<file path="src/ovg_params.svh">
// Register offsets, field positions, reset values and timing counts of the guard.
`ifndef OVG_PARAMS_SVH
`define OVG_PARAMS_SVH

`define OVG_GUARD_CONTROL_OFS      8'h00
`define OVG_TRIM_CONTROL_OFS       8'h04
`define OVG_DAC_CODE_OFS           8'h08
`define OVG_TIMER_CONTROL_OFS      8'h0C
`define OVG_TIMER_PERIOD_OFS       8'h10
`define OVG_TIMER_CAPTURE_OFS      8'h14
`define OVG_TIMER_STATUS_OFS       8'h18

`define OVG_ENABLE_BIT             5
`define OVG_HYST_BIT               4
`define OVG_VREF_BIT               2
`define OVG_DEB_LSB                0
`define OVG_RESULT_BIT             7
`define OVG_CALMODE_BIT            6
`define OVG_CALREF_BIT             5
`define OVG_TRIM_LSB               0

`define OVG_GUARD_CONTROL_RST      8'h00
`define OVG_TRIM_CONTROL_RST       8'h10
`define OVG_DAC_CODE_RST           8'h00
`define OVG_GUARD_CONTROL_MASK     8'h37
`define OVG_TRIM_CONTROL_MASK      8'h7F

`define OVG_DEB_CNT_01             5'h07
`define OVG_DEB_CNT_10             5'h0F
`define OVG_DEB_CNT_11             5'h1F

`endif

</file>
<file path="src/ovg_pkg.sv">
// Types shared by the over-voltage guard control block.
`default_nettype none
package ovg_pkg;
  typedef struct packed {
    logic       guard_enable;
    logic       hysteresis_enable;
    logic       dac_reference_select;
    logic       calibration_mode_select;
    logic       calibration_reference_select;
    logic [4:0] offset_trim;
    logic [7:0] threshold_dac_code;
  } ovg_analog_ctrl_t;

  typedef enum logic [2:0] {
    OVG_IDLE = 3'b001,
    OVG_RESP = 3'b010,
    OVG_DONE = 3'b100
  } ovg_bus_state_t;
endpackage
`default_nettype wire

</file>
<file path="src/ovg_guard.sv">
// Over-voltage guard control: registers, debounce, interrupt and capture timer.
//
// Functional notes
// RQ1: Guard interrupt raised on over-voltage event when its enable is set.
// RQ2: Guard interrupt signal drives the timer capture input path.
// RQ3: Enable bit 0 powers down comparator and DAC; 1 enables them.
// RQ4: Guard control bit 4 enables comparator hysteresis.
// RQ5: Guard control bit 2 selects DAC reference: supply or external pin.
// RQ6: Debounce field picks none, 7-8, 15-16 or 31-32 clocks.
// RQ7: Trim control bit 7 reads comparator result, read only.
// RQ8: Trim control bit 6 selects normal or offset calibration mode.
// RQ9: Trim control bit 5 selects calibration reference input polarity.
// RQ10: Five-bit offset trim held in low bits, applied to comparator.
// RQ11: Eight-bit code register drives the reference DAC.
// RQ12: Comparator output comes from pin voltage versus DAC reference.
// RQ13: Unimplemented control register bits read as zero.
// RQ14: Software disables hysteresis and sets pin function before calibration.
// RQ15: Software sets calibration mode and reference select to start.
// RQ16: Software ramps trim up from 00000, records first output change.
// RQ17: Software ramps trim down from 11111, records output change.
// RQ18: Software writes truncated average of both trim values.
// RQ19: Capture timer clears on period match, latches count on input edge.
// RQ20: Filtered result updates only after raw level is stable long enough.
`include "ovg_params.svh"
`default_nettype none
module ovg_guard
  import ovg_pkg::*;
(
  input  wire logic                      aclk,
  input  wire logic                      aresetn,
  input  wire logic [7:0]                s_axi_awaddr,
  input  wire logic                      s_axi_awvalid,
  output var  logic                      s_axi_awready,
  input  wire logic [31:0]               s_axi_wdata,
  input  wire logic [3:0]                s_axi_wstrb,
  input  wire logic                      s_axi_wvalid,
  output var  logic                      s_axi_wready,
  output var  logic [1:0]                s_axi_bresp,
  output var  logic                      s_axi_bvalid,
  input  wire logic                      s_axi_bready,
  input  wire logic [7:0]                s_axi_araddr,
  input  wire logic                      s_axi_arvalid,
  output var  logic                      s_axi_arready,
  output var  logic [31:0]               s_axi_rdata,
  output var  logic [1:0]                s_axi_rresp,
  output var  logic                      s_axi_rvalid,
  input  wire logic                      s_axi_rready,
  input  wire logic                      comparator_raw,
  output var  ovg_pkg::ovg_analog_ctrl_t analog_ctrl,
  output var  logic                      guard_interrupt_signal,
  output var  logic                      timer_interrupt
);
  import ovg_pkg::*;

  // ----------------------------------------
  // Registers
  // ----------------------------------------
  logic [7:0]  guard_control_q;
  logic [7:0]  trim_control_q;
  logic [7:0]  dac_code_q;
  logic        timer_run_q;
  logic [15:0] timer_period_q;
  logic [15:0] timer_capture_q;
  logic [15:0] timer_count_q;
  logic        capture_flag_q;
  logic        period_flag_q;
  logic [2:0]  raw_sync_q;
  logic [4:0]  deb_cnt_q;
  logic        result_q;
  logic        result_prev_q;

  logic        aw_held_q;
  logic        w_held_q;
  logic [7:0]  aw_addr_q;
  logic [31:0] w_data_q;
  logic [3:0]  w_strb_q;
  logic        wr_go;
  logic        rd_go;
  logic [31:0] rd_word;
  logic        rd_ok;
  logic        wr_ok;
  logic [4:0]  deb_limit;
  logic        raw_stable;
  logic        guard_event;
  logic        capture_edge;
  logic        period_match;
  logic        clr_capture;
  logic        clr_period;

  // ----------------------------------------
  // AXI4-Lite write channel
  // ----------------------------------------
  assign wr_go = aw_held_q && w_held_q && !s_axi_bvalid;

  always_ff @(posedge aclk)
  begin
    if (!aresetn)
    begin
      aw_held_q    <= 1'b0;
      w_held_q     <= 1'b0;
      aw_addr_q    <= 8'h00;
      w_data_q     <= 32'h0000_0000;
      w_strb_q     <= 4'h0;
      s_axi_bvalid <= 1'b0;
      s_axi_bresp  <= 2'h0;
      s_axi_awready <= 1'b0;
      s_axi_wready  <= 1'b0;
    end
    else
    begin
      if (s_axi_awvalid && s_axi_awready)
      begin
        aw_held_q <= 1'b1;
        aw_addr_q <= s_axi_awaddr;
      end
      if (s_axi_wvalid && s_axi_wready)
      begin
        w_held_q <= 1'b1;
        w_data_q <= s_axi_wdata;
        w_strb_q <= s_axi_wstrb;
      end
      if (wr_go)
      begin
        aw_held_q    <= 1'b0;
        w_held_q     <= 1'b0;
        s_axi_bvalid <= 1'b1;
        s_axi_bresp  <= wr_ok ? 2'h0 : 2'h2;
      end
      else if (s_axi_bvalid && s_axi_bready)
      begin
        s_axi_bvalid <= 1'b0;
      end
      // Ready from the next held and response state
      s_axi_awready <= !wr_go && !aw_held_q && !(s_axi_awvalid && s_axi_awready)
                       && !(s_axi_bvalid && !s_axi_bready);
      s_axi_wready  <= !wr_go && !w_held_q && !(s_axi_wvalid && s_axi_wready)
                       && !(s_axi_bvalid && !s_axi_bready);
    end
  end

  always_comb
  begin
    unique case (aw_addr_q)
      `OVG_GUARD_CONTROL_OFS, `OVG_TRIM_CONTROL_OFS, `OVG_DAC_CODE_OFS,
      `OVG_TIMER_CONTROL_OFS, `OVG_TIMER_PERIOD_OFS, `OVG_TIMER_STATUS_OFS: wr_ok = 1'b1;
      default: wr_ok = 1'b0;
    endcase
  end

  // Control registers, masked so unused bits stay zero
  always_ff @(posedge aclk)
  begin
    if (!aresetn)
    begin
      guard_control_q <= `OVG_GUARD_CONTROL_RST;
      trim_control_q  <= `OVG_TRIM_CONTROL_RST;
      dac_code_q      <= `OVG_DAC_CODE_RST;
      timer_run_q     <= 1'b0;
      timer_period_q  <= 16'h0000;
    end
    else if (wr_go && w_strb_q[0])
    begin
      unique case (aw_addr_q)
        `OVG_GUARD_CONTROL_OFS: guard_control_q <= w_data_q[7:0] & `OVG_GUARD_CONTROL_MASK; // see RQ13
        `OVG_TRIM_CONTROL_OFS:  trim_control_q  <= w_data_q[7:0] & `OVG_TRIM_CONTROL_MASK;  // see RQ10
        `OVG_DAC_CODE_OFS:      dac_code_q      <= w_data_q[7:0]; // see RQ11
        `OVG_TIMER_CONTROL_OFS: timer_run_q     <= w_data_q[0];
        `OVG_TIMER_PERIOD_OFS:  timer_period_q  <= {(w_strb_q[1] ? w_data_q[15:8]
                                                      : timer_period_q[15:8]), w_data_q[7:0]};
        default: ;
      endcase
    end
  end

  // ----------------------------------------
  // AXI4-Lite read channel
  // ----------------------------------------
  assign rd_go = s_axi_arvalid && s_axi_arready;

  // Ready from the next response state
  always_ff @(posedge aclk)
  begin
    if (!aresetn)
    begin
      s_axi_arready <= 1'b0;
    end
    else
    begin
      s_axi_arready <= !rd_go && !(s_axi_rvalid && !s_axi_rready);
    end
  end

  always_comb
  begin
    rd_ok   = 1'b1;
    rd_word = 32'h0000_0000;
    unique case (s_axi_araddr)
      `OVG_GUARD_CONTROL_OFS: rd_word[7:0] = guard_control_q; // see RQ13
      `OVG_TRIM_CONTROL_OFS:  rd_word[7:0] = {result_q, trim_control_q[6:0]}; // see RQ7
      `OVG_DAC_CODE_OFS:      rd_word[7:0] = dac_code_q;
      `OVG_TIMER_CONTROL_OFS: rd_word[0]   = timer_run_q;
      `OVG_TIMER_PERIOD_OFS:  rd_word[15:0] = timer_period_q;
      `OVG_TIMER_CAPTURE_OFS: rd_word[15:0] = timer_capture_q;
      `OVG_TIMER_STATUS_OFS:  rd_word[1:0] = {period_flag_q, capture_flag_q};
      default:                rd_ok = 1'b0;
    endcase
  end

  always_ff @(posedge aclk)
  begin
    if (!aresetn)
    begin
      s_axi_rvalid <= 1'b0;
      s_axi_rdata  <= 32'h0000_0000;
      s_axi_rresp  <= 2'h0;
    end
    else if (rd_go)
    begin
      s_axi_rvalid <= 1'b1;
      s_axi_rdata  <= rd_word;
      s_axi_rresp  <= rd_ok ? 2'h0 : 2'h2;
    end
    else if (s_axi_rready)
    begin
      s_axi_rvalid <= 1'b0;
    end
  end

  // ----------------------------------------
  // Analog controls
  // ----------------------------------------
  always_ff @(posedge aclk)
  begin
    if (!aresetn)
    begin
      analog_ctrl <= '0;
    end
    else
    begin
      analog_ctrl.guard_enable                 <= guard_control_q[`OVG_ENABLE_BIT];  // see RQ3
      analog_ctrl.hysteresis_enable            <= guard_control_q[`OVG_HYST_BIT];    // see RQ4
      analog_ctrl.dac_reference_select         <= guard_control_q[`OVG_VREF_BIT];    // see RQ5
      analog_ctrl.calibration_mode_select      <= trim_control_q[`OVG_CALMODE_BIT];  // see RQ8
      analog_ctrl.calibration_reference_select <= trim_control_q[`OVG_CALREF_BIT];   // see RQ9
      analog_ctrl.offset_trim                  <= trim_control_q[4:0];              // see RQ10
      analog_ctrl.threshold_dac_code           <= dac_code_q;                       // see RQ11
    end
  end

  // ----------------------------------------
  // Comparator sync and debounce
  // ----------------------------------------
  always_comb
  begin
    unique case (guard_control_q[1:0])
      2'b01:   deb_limit = `OVG_DEB_CNT_01;
      2'b10:   deb_limit = `OVG_DEB_CNT_10;
      2'b11:   deb_limit = `OVG_DEB_CNT_11;
      default: deb_limit = 5'h00;
    endcase
  end

  assign raw_stable = (raw_sync_q[2] == raw_sync_q[1]);

  always_ff @(posedge aclk)
  begin
    if (!aresetn)
    begin
      raw_sync_q    <= 3'h0;
      deb_cnt_q     <= 5'h00;
      result_q      <= 1'b0;
      result_prev_q <= 1'b0;
    end
    else
    begin
      raw_sync_q    <= {raw_sync_q[1:0], comparator_raw}; // see RQ12
      result_prev_q <= result_q;
      if (!guard_control_q[`OVG_ENABLE_BIT])
      begin
        deb_cnt_q <= 5'h00;
        result_q  <= 1'b0; // see RQ3
      end
      else if (!raw_stable || raw_sync_q[2] == result_q)
      begin
        deb_cnt_q <= 5'h00;
      end
      else if (deb_cnt_q >= deb_limit)
      begin
        deb_cnt_q <= 5'h00;
        result_q  <= raw_sync_q[2]; // see RQ6 RQ20
      end
      else
      begin
        deb_cnt_q <= deb_cnt_q + 5'h01;
      end
    end
  end

  // ----------------------------------------
  // Guard interrupt and capture timer
  // ----------------------------------------
  assign guard_event  = result_q && !result_prev_q;
  assign capture_edge = guard_interrupt_signal; // see RQ2
  assign period_match = timer_run_q && (timer_count_q == timer_period_q);
  assign clr_capture  = wr_go && w_strb_q[0] && aw_addr_q == `OVG_TIMER_STATUS_OFS && w_data_q[0];
  assign clr_period   = wr_go && w_strb_q[0] && aw_addr_q == `OVG_TIMER_STATUS_OFS && w_data_q[1];

  always_ff @(posedge aclk)
  begin
    if (!aresetn)
    begin
      guard_interrupt_signal <= 1'b0;
    end
    else
    begin
      guard_interrupt_signal <= guard_event && guard_control_q[`OVG_ENABLE_BIT]; // see RQ1
    end
  end

  always_ff @(posedge aclk)
  begin
    if (!aresetn)
    begin
      timer_count_q   <= 16'h0000;
      timer_capture_q <= 16'h0000;
      capture_flag_q  <= 1'b0;
      period_flag_q   <= 1'b0;
      timer_interrupt <= 1'b0;
    end
    else
    begin
      if (!timer_run_q || period_match)
      begin
        timer_count_q <= 16'h0000; // see RQ19
      end
      else
      begin
        timer_count_q <= timer_count_q + 16'h0001;
      end
      if (timer_run_q && capture_edge)
      begin
        timer_capture_q <= timer_count_q; // see RQ19
      end
      capture_flag_q  <= (timer_run_q && capture_edge) || (capture_flag_q && !clr_capture);
      period_flag_q   <= period_match || (period_flag_q && !clr_period);
      timer_interrupt <= period_match || (timer_run_q && capture_edge); // see RQ19
    end
  end
endmodule
`default_nettype wire

</file>
<file path="config.mk">
export PLATFORM = sky130hd
export DESIGN_NAME = ovg_guard
export DESIGN_NICKNAME = d
export VERILOG_FILES = /design/src/ovg_pkg.sv /design/src/ovg_guard.sv
export VERILOG_INCLUDE_DIRS = /design/src
export SDC_FILE = /design/constraint.sdc
export NUM_CORES = 1
export LEC_CHECK = 0
export BUFFER_PORTS_ARGS = -buffer_cell sky130_fd_sc_hd__buf_2
export CAP_MARGIN = 15
export CORE_UTILIZATION = 55
export DETAILED_ROUTE_END_ITERATION = 16
export PLACE_DENSITY = 0.84
export SLEW_MARGIN = 15
export SYNTH_ARGS = -nofsm -noshare
export SYNTH_HDL_FRONTEND = slang
export SYNTH_SLANG_ARGS = --single-unit
</file>
<file path="constraint.sdc">
create_clock -name aclk -period 2.52 [get_ports aclk]
set_input_delay 0.756 -clock aclk [delete_from_list [all_inputs] [get_ports aclk]]
set_output_delay 0.756 -clock aclk [all_outputs]
set_load 0.1 [all_outputs]
</file>
Word level (Yosys, flattened, before mapping)
Cells that the tools add are included.

Register bits: 154. Bits in latches: 0. Bits in writable memories: 0. ROM bits: 0. Bits of input ports: 60. Output and inout port bits: 61. Memories: 0.

Add/sub/neg operators: 2. Multipliers: 0. Div/mod/pow operators: 0. Order comparisons: 1. Equality and inequality tests: 17. Shifts and indexed selects: 0. Mux-type cells: 13. Bitwise operators: 3. Reduce and logical (&&, ||, !) cells: 63.

Operator list (number): 8-bit by 5-bit equality test with 1-bit output (second input constant) (5); 8-bit by 4-bit equality test with 1-bit output (second input constant) (4); 6-bit one-hot mux with 5 select lines (1); 1-bit logical AND (25); 16-bit by 1-bit adder with 16-bit output (second input constant) (1); 16-bit equality test (1); 8-bit by 3-bit equality test with 1-bit output (second input constant) (2); 1-bit zero test (16); 8-bit zero test (2); 8-bit one-hot mux with 2 select lines (1); 5-bit one-hot mux with 3 select lines (1); 2-bit AND reduction (7); 1-bit one-hot mux with 7 select lines (1); 7-bit OR reduction (1); 1-bit two-way mux (6); 1-bit one-hot mux with 6 select lines (1); 6-bit OR reduction (1); 5-bit by 1-bit adder with 5-bit output (second input constant) (1); 5-bit greater-or-equal comparator (1); 1-bit logical OR (5); 2-bit equality test (second input constant) (2); 2-bit two-way mux (2); 2-bit nonzero test (2); 2-bit OR reduction (2); other kinds (5) (8).

Depth between registers and ports, before layout
Gate-level depths: netlist of run 1.

Word-level depth: 8. Mapped depth: 7. Gate-level depth less buffers: 7.

Worst setup path after synthesis of run 1
No wires, ideal clock.

Path type: input -> register. Start point: in s_axi_araddr[7]. End point: reg s_axi_rdata[0]. Arrival time: 2.129 ns. Setup slack: 0.298 ns. Stages: 4. Buffers on the path: 0. Cell sequence: or4_1 -> nor4_2 -> a32oi_1 -> o32ai_1.

Longest elaborated chain between the ends: 2.

Ends and longest elaborated chain: start, declared (line ovg_guard.sv:41) `input wire logic [7:0] s_axi_araddr,`; 8-bit by 5-bit equality test with 1-bit output, or another cell as far along (line ovg_guard.sv:197) `unique case (s_axi_araddr)`; 1-bit one-hot mux with 7 select lines (*) (line ovg_guard.sv:197); end signal, assigned (line ovg_guard.sv:220) `s_axi_rdata <= rd_word;`; end, declared (line ovg_guard.sv:44) `output var logic [31:0] s_axi_rdata,`.

Mark *: on every way between the ends. The rest lies on a longest branch, timed or not. A chain may end at the register's enable or synchronous reset.

Worst setup path in the final report of run 1
Start point: reg guard_interrupt_signal. End point: out guard_interrupt_signal.

RTL lines: start, declared (line ovg_guard.sv:50) `output var logic guard_interrupt_signal,`; start signal, assigned (line ovg_guard.sv:316) `` guard_interrupt_signal <= guard_event && guard_control_q[`OVG_ENABLE_BIT]; ``.

No word-level cell between the ends.

==> summary.md, run 1 <==
| Metric | Value |
|---|---|
| Full die area | 11700 um2 |
| Floorplan die height | 108 um |
| Average cell area after synthesis | 8.98 um2 |
| Sinks on Clock Net | 152 |
| Slowest stage delay, CP | 0.45 ns |
| Total setup violations reported at the end of the flow | 0 |
| Remaining antenna violation count | 0 |
| Switching power as a share of total power | 24.7% |
| Summed instance area of the synthesized netlist | 6190 um2 |
| GPL Wtd Cong | 0.854 |
| Largest net degree at the start of global routing | 73 |
| CTS H-tree depth | 4 |
| Cell at the root of the clock tree | sky130_fd_sc_hd__clkbuf_8 |
| Number of instances in the synthesized netlist | 689 |
| Cell taking the most area after synthesis | sky130_fd_sc_hd__dfxtp_1 |
| Total internal power | 3850 uW |
| Number of search-and-repair iterations in the first detailed-routing pass | 5 |
| Worst slew margin relative to its limit | 52.2% |
| Worst path cell trace | buf_2 |
| Run status | finished, final reports clean |
| Clock transition time at the flip-flop clock pins of the worst setup and hold paths | 0.06 ns |
| Part of the power in combinational logic | 7.3% |
| Synthesis-to-finish area growth | 15.8% |
| Count of flip-flops with a built-in enable after synthesis | 0 |
| Die W | 108 um |
| Most common cell after layout, fill and taps aside | sky130_fd_sc_hd__dfxtp_1 |
| Number of cells in the design after placement | 888 |
| Fraction of post-synthesis cell area in the top cell type by area | 49.2% |
| Post-route setup TNS | 0 ns |
| Most Used Layer, Global Route | met2 |
| Overall routed net length | 14300 um |
| Port-buffer cells | 84 |
| GRT Overall Usage | 26.4% |
| Most frequent cells in the layout | 152 x sky130_fd_sc_hd__dfxtp_1, 151 x sky130_fd_sc_hd__nand2_1, 84 x sky130_fd_sc_hd__buf_2 |
| Sequential area share after synthesis | 49.2% |
| Maximum net fanout on the critical path | 4 |
| Cts-stage hold buffer count | 0 |
| Final hold viol count | 0 |
| Violation count after the first detailed-routing iteration | 353 |
| WL per Instance | 15.6 um |
| Grt ovf | 0 |
| Period Utilization, post-route | 84.1% |
| Yosys warns | 0 |
| Period minus WS final | 2.12 ns |
| Cell family contributing the most delay on the critical path | buffers and inverters |
| Number of cells in the finished layout apart from fillers | 917 |
| Ys async rst share | 0% |
| Number of vias per cell after detailed routing | 5.60 |
| Total clock buffers created by CTS | 17 |
| RSZ-0062 raised after global routing | no |
| # rows | 38 |
| Largest clock skew in the final design | 0.00700 ns |
| Critical path data required time | 1.76 ns |
| Antenna violations before repair | 0 |
| Maximum clock rate | 472 MHz |
| Placeable core region | 10900 um2 |
| Worst setup EP type | output port |
| Critical Path AT | 1.36 ns |
| Proportion of layout cells with a drive suffix above 1 | 19.9% |
| Met1 Usage GRT | 32.2% |
| Sw power | 1260 uW |
| Critical path launch point type | flop |
| Cell type of the slowest stage on the worst timing path | sky130_fd_sc_hd__buf_2 |
| Final worst-path setup slack | 0.401 ns |
| Wire length of the first global-routing pass | 23800 um |
| GR Util met3 | 5.67% |
| Max-slew violations | 0 |
| # resized after CTS | 0 |
| Kind of path behind the tightest hold check | flop to flop |
| Skew-Pair Late Insertion Delay | 0.54 ns |
| Part of the total power dissipated in sequential elements | 48.3% |
| Post-detailed-route DRC marker count | 0 |
| Post-CTS Setup Bufs | 0 |
| Detailed Place HPWL | 9970 um |
| I/O pin count | 121 |
| CTS Buffer Depth | 2 |
| Main flop type after synthesis | sky130_fd_sc_hd__dfxtp_1 |
| Antenna cells | 0 |
| Initial core utilization | 56.8% |
| P_leak | 0.00300 uW |
| Power per Cell Area | 712 nW/um2 |
| Number of vias in the routed layout | 5137 |
| Synth Register Bits | 152 |
| TritonCTS clock tree | done |
| Global-route met2 utilization | 44.3% |
| Peak supply drop | 527 uV |
| Count of buffer and inverter cells on the critical path | 1 |
| Slew at the pin closest to its max-slew limit | 0.717 ns |
| CP Class | flop to output port |
| Setup slack at placement | 0.161 ns |
| Synth cell types | 56 |
| Overall power | 5100 uW |
| Via count of the first global-routing pass | 4978 |
| Synth top area cells | sky130_fd_sc_hd__dfxtp_1 49%, sky130_fd_sc_hd__nand2_1 9.2%, sky130_fd_sc_hd__a21oi_1 5.2%, sky130_fd_sc_hd__mux2i_1 3.6%, sky130_fd_sc_hd__xnor2_1 3.5% |
| Number of max-capacitance violations reported | 0 |
| Nets | 833 |
| Clock network power share | 44.5% |
final timing paths:
| kind | start | endpoint | slack [ns] | cells past startpoint |
|---|---|---|---|---|
| max | guard_interrupt_signal | guard_interrupt_signal | 0.40 | 1 |
| min | result_prev_q | guard_interrupt_signal | 0.39 | 1 |
| max reg2reg | timer_count_q[3] | timer_count_q[15] | 0.45 | 4 |
| min reg2reg | result_prev_q | guard_interrupt_signal | 0.39 | 1 |
power groups by stage:
stage	Clock, uW	Sequential (uW)	Combinational (uW)
after CTS	2280	2460	369
after detailed placement	0	2520	368
after floorplan	0	2570	257
final	2270	2460	370
after global placement	0	2510	361
after global routing	2400	2470	393
state kept, by name, summed over array words and instances (netlist names), 7 cells and up:
signal / count
dac_code_q: 8
timer_count_q: 16
aw_addr_q: 8
w_data_q: 16
timer_capture_q: 16
analog_ctrl: 18
trim_control_q: 7
timer_period_q: 16
s_axi_rdata: 16
metrics by stage:
step,instance area [um2],util (%),hold WS [ns]
after floorplan,6250,-,0.373
after global placement,6640,61.0,0.382
after detailed placement,6640,61.0,0.383
after CTS,7170,65.8,0.397
after global routing,7170,65.8,0.414
final,7170,65.8,0.393
cell usage after synthesis (all sizes together), types with 2 or more instances:
cell / count
nor3: 20
a31oi: 2
buf: 27
o211ai: 3
nand3b: 2
or3: 2
nand2b: 4
a221oi: 4
nand3: 18
nor2: 25
clkbuf: 25
a21oi: 64
dfxtp: 152
nand2: 151
mux2i: 22
a211oi: 2
nor2b: 3
mux4: 4
xnor2: 25
nand4: 9
or4: 5
inv: 27
nor4: 6
a22o: 3
nor3b: 2
o31a: 2
ha: 6
and2: 9
xor2: 6
o21ai: 19
mux2: 13
a22oi: 14
cells by family after synthesis:
group | Yosys count | share of synthesized area [%]
other | 1 | 0.0606
multiplexers | 39 | 7.38
AND/OR/NAND/NOR | 261 | 19.9
flip-flops | 152 | 49.2
adder cells (fa/ha/maj) | 6 | 1.21
buffers and inverters | 80 | 6.41
XOR/XNOR | 31 | 4.39
AO/OA/AOI/OAI | 119 | 11.5
cell type report:
cell class	instances	area, um2
sequential	152	3040
clock buffer	20	445
inverter	28	105
multi-input combinational	474	2810
clock inverter	9	78.8
fill	824	3720
tap	140	175
timing repair buffer	94	508
layer usage:
| layer | vias to the layer above | wire, um |
|---|---|---|
| met5 | - | 0 |
| met4 | 0 | 376 |
| met3 | 35 | 823 |
| met2 | 199 | 7190 |
| met1 | 2433 | 5940 |
| li1 | 2470 | - |
Power figures use the tool's default switching activity.
==> run 2: changes to the inputs <==
==> constraint.sdc (replaced) <==
create_clock -name aclk -period 2.1 [get_ports aclk]
set_input_delay 0.63 -clock aclk [delete_from_list [all_inputs] [get_ports aclk]]
set_output_delay 0.63 -clock aclk [all_outputs]
set_load 0.1 [all_outputs]
==> summary.md, run 2 (synthesis gave the netlist of run 1 again) <==
| Metric | Value |
|---|---|
| Remaining antenna violation count | 0 (unchanged) |
| Via count of the first global-routing pass | 5115 (+2.8%) |
| Detailed-routing wirelength on met1 | 6080 um (+2.3%) |
| Nets | 845 (+1.4%) |
| Slowest stage delay, CP | 0.67 ns (+0.22 ns) |
| Largest net degree at the start of global routing | 73 (unchanged) |
| Worst path most repeated cell | sky130_fd_sc_hd__or4_4 |
| Routed wire length on met2 | 7710 um (+7.4%) |
| Path length in cells of the critical path | 4 (+3) |
| Critical Path AT | 2.43 ns (+1.07 ns) |
| Violation count after the first detailed-routing iteration | 345 (-2.3%) |
| Critical path data required time | 2.51 ns (+0.75 ns) |
| Sinks on Clock Net | 152 (unchanged) |
| Number of max-capacitance violations reported | 0 (unchanged) |
| Cts-stage hold buffer count | 0 (unchanged) |
| Maximum clock rate | 494 MHz |
| Cell family contributing the most delay on the critical path | simple AND/OR/NAND/NOR gates |
| RSZ-0062 raised after global routing | no |
| CTS Buffer Depth | 2 (unchanged) |
| Total setup violations reported at the end of the flow | 0 (unchanged) |
| Number of vias in the routed layout | 5224 (+1.7%) |
| I/O pin count | 121 (unchanged) |
| GRT Overall Usage | 27.2% (+0.80 points) |
| Antenna cells | 0 (unchanged) |
| Worst setup EP type | flop |
| Worst path cell trace | or4_4 > or4_4 > o21ai_0 > a21oi_1 |
| Critical path launch point type | flop |
| Floorplan die height | 108 um (unchanged) |
| Post-CTS Setup Bufs | 0 (unchanged) |
| Post-detailed-route DRC marker count | 0 (unchanged) |
| TritonCTS clock tree | done |
| Routed wire length on met3 | 1010 um (+23%) |
| Grt ovf | 0 (unchanged) |
| Overall power | 6720 uW (+32%) |
| P_leak | 0.00311 uW (+3.8%) |
| Initial core utilization | 56.8% (unchanged) |
| CP Class | flop to flop |
| Total clock buffers created by CTS | 17 (unchanged) |
| Clock transition time at the flip-flop clock pins of the worst setup and hold paths | 0.06 ns (about the same) |
| Synthesis-to-finish area growth | 19.1% |
| Launching element of the worst setup path | aw_addr_q[1] |
| Top reg by flops | analog_ctrl |
| # resized after CTS | 0 (unchanged) |
| Final hold viol count | 0 (unchanged) |
| Run status | finished, final reports clean |
| WL per Instance | 16.4 um (+4.8%) |
| Most frequent cells in the layout | 151 x sky130_fd_sc_hd__nand2_1, 150 x sky130_fd_sc_hd__dfxtp_1, 84 x sky130_fd_sc_hd__buf_2 |
| Peak supply drop | 683 uV (+30%) |
| Full die area | 11700 um2 (unchanged) |
| Proportion of layout cells with a drive suffix above 1 | 21.3% (+1.3 points) |
| # rows | 38 (unchanged) |
| Port-buffer cells | 84 (unchanged) |
| Number of vias per cell after detailed routing | 5.62 (+0.38%) |
| Final worst-path setup slack | 0.0769 ns (-0.324 ns) |
| Worst slew margin relative to its limit | 52.4% (+0.19 points) |
| Placeable core region | 10900 um2 (unchanged) |
| Hold Startpoint | comparator_raw |
| Reg2Reg Launch Point | aw_addr_q[1] |
| Cell depth of the worst flop-to-flop path | 4 (unchanged) |
| Kind of path behind the tightest hold check | input pin to flop |
| Number of search-and-repair iterations in the first detailed-routing pass | 5 (unchanged) |
| CTS H-tree depth | 4 (unchanged) |
| Termination of the worst setup path | timer_period_q[11] |
| Cell at the root of the clock tree | sky130_fd_sc_hd__clkbuf_8 |
| Antenna violations before repair | 0 (unchanged) |
| Slew at the pin closest to its max-slew limit | 0.708 ns (-0.00835 ns) |
| Setup slack at placement | 0.0123 ns (-0.149 ns) |
| Period Utilization, post-route | 96.3% |
| Worst flop-to-flop path endpoint | timer_period_q[11] |
| Maximum net fanout on the critical path | 16 (+12) |
| Topmost layer with routed signal wires | met4 |
| GPL Wtd Cong | 0.835 (-2.2%) |
| Largest clock skew in the final design | 0.00782 ns (+0.000814 ns) |
| Wire length of the first global-routing pass | 24400 um (+2.8%) |
| Max-slew violations | 0 (unchanged) |
| Post-route setup TNS | 0 ns (unchanged) |
| Skew-Pair Late Insertion Delay | 0.53 ns (about the same) |
| Most common cell after layout, fill and taps aside | sky130_fd_sc_hd__nand2_1 |
| Worst reg2reg setup slack | 0.08 ns (-0.37 ns) |
| Count of buffer and inverter cells on the critical path | 0 (-1) |
| Cell type of the slowest stage on the worst timing path | sky130_fd_sc_hd__or4_4 |
| Flip-flop count of the largest register after layout | 18 (unchanged) |
| Power per Cell Area | 912 nW/um2 (+28%) |
| Period minus WS final | 2.02 ns |
| Overall routed net length | 15200 um (+6.1%) |
| Detailed Place HPWL | 10200 um (+2.5%) |
| Die W | 108 um (unchanged) |
==> run 2: layout make-up <==
class | count | area, um2
Clock inverter | 9 | 199
Fill cell | 806 | 3520
Sequential cell | 152 | 3050
Timing Repair Buffer | 106 | 598
Multi-Input combinational cell | 474 | 2810
Tap cell | 140 | 175
Clock buffer | 20 | 435
Inverter | 28 | 105
==> run 2: metal layers <==
metal | vias to the layer above | global-route usage [%]
met2 | 235 | 47.0
met5 | - | 0
met3 | 47 | 7.35
met1 | 2460 | 31.0
li1 | 2482 | -
met4 | 0 | 12.6
==> run 2: where the power goes <==
part / internal [uW] / switching [uW]
Sequential: 2920 / 33.3
Clock: 2180 / 1130
Combinational: 93.0 / 361
==> run 2: worst min-delay path by stage <==
stage	to	slack, ns	cells past startpoint
after global placement	guard_interrupt_signal	0.39	1
after CTS	raw_sync_q[0]	0.31	2
after floorplan	guard_interrupt_signal	0.37	1
after detailed placement	guard_interrupt_signal	0.39	1
after global routing	raw_sync_q[0]	0.31	2
final	raw_sync_q[0]	0.31	2
==> run 2: stage by stage <==
step | area, um2 | instances | hold slack [ns] | utilization, %
after CTS | 7370 | 929 | 0.308 | 67.7
after floorplan | 6250 | 706 | 0.373 | -
final | 7370 | 929 | 0.313 | 67.7
after global routing | 7370 | 929 | 0.314 | 67.7
after global placement | 6740 | 900 | 0.385 | 61.9
after detailed placement | 6740 | 900 | 0.386 | 61.9
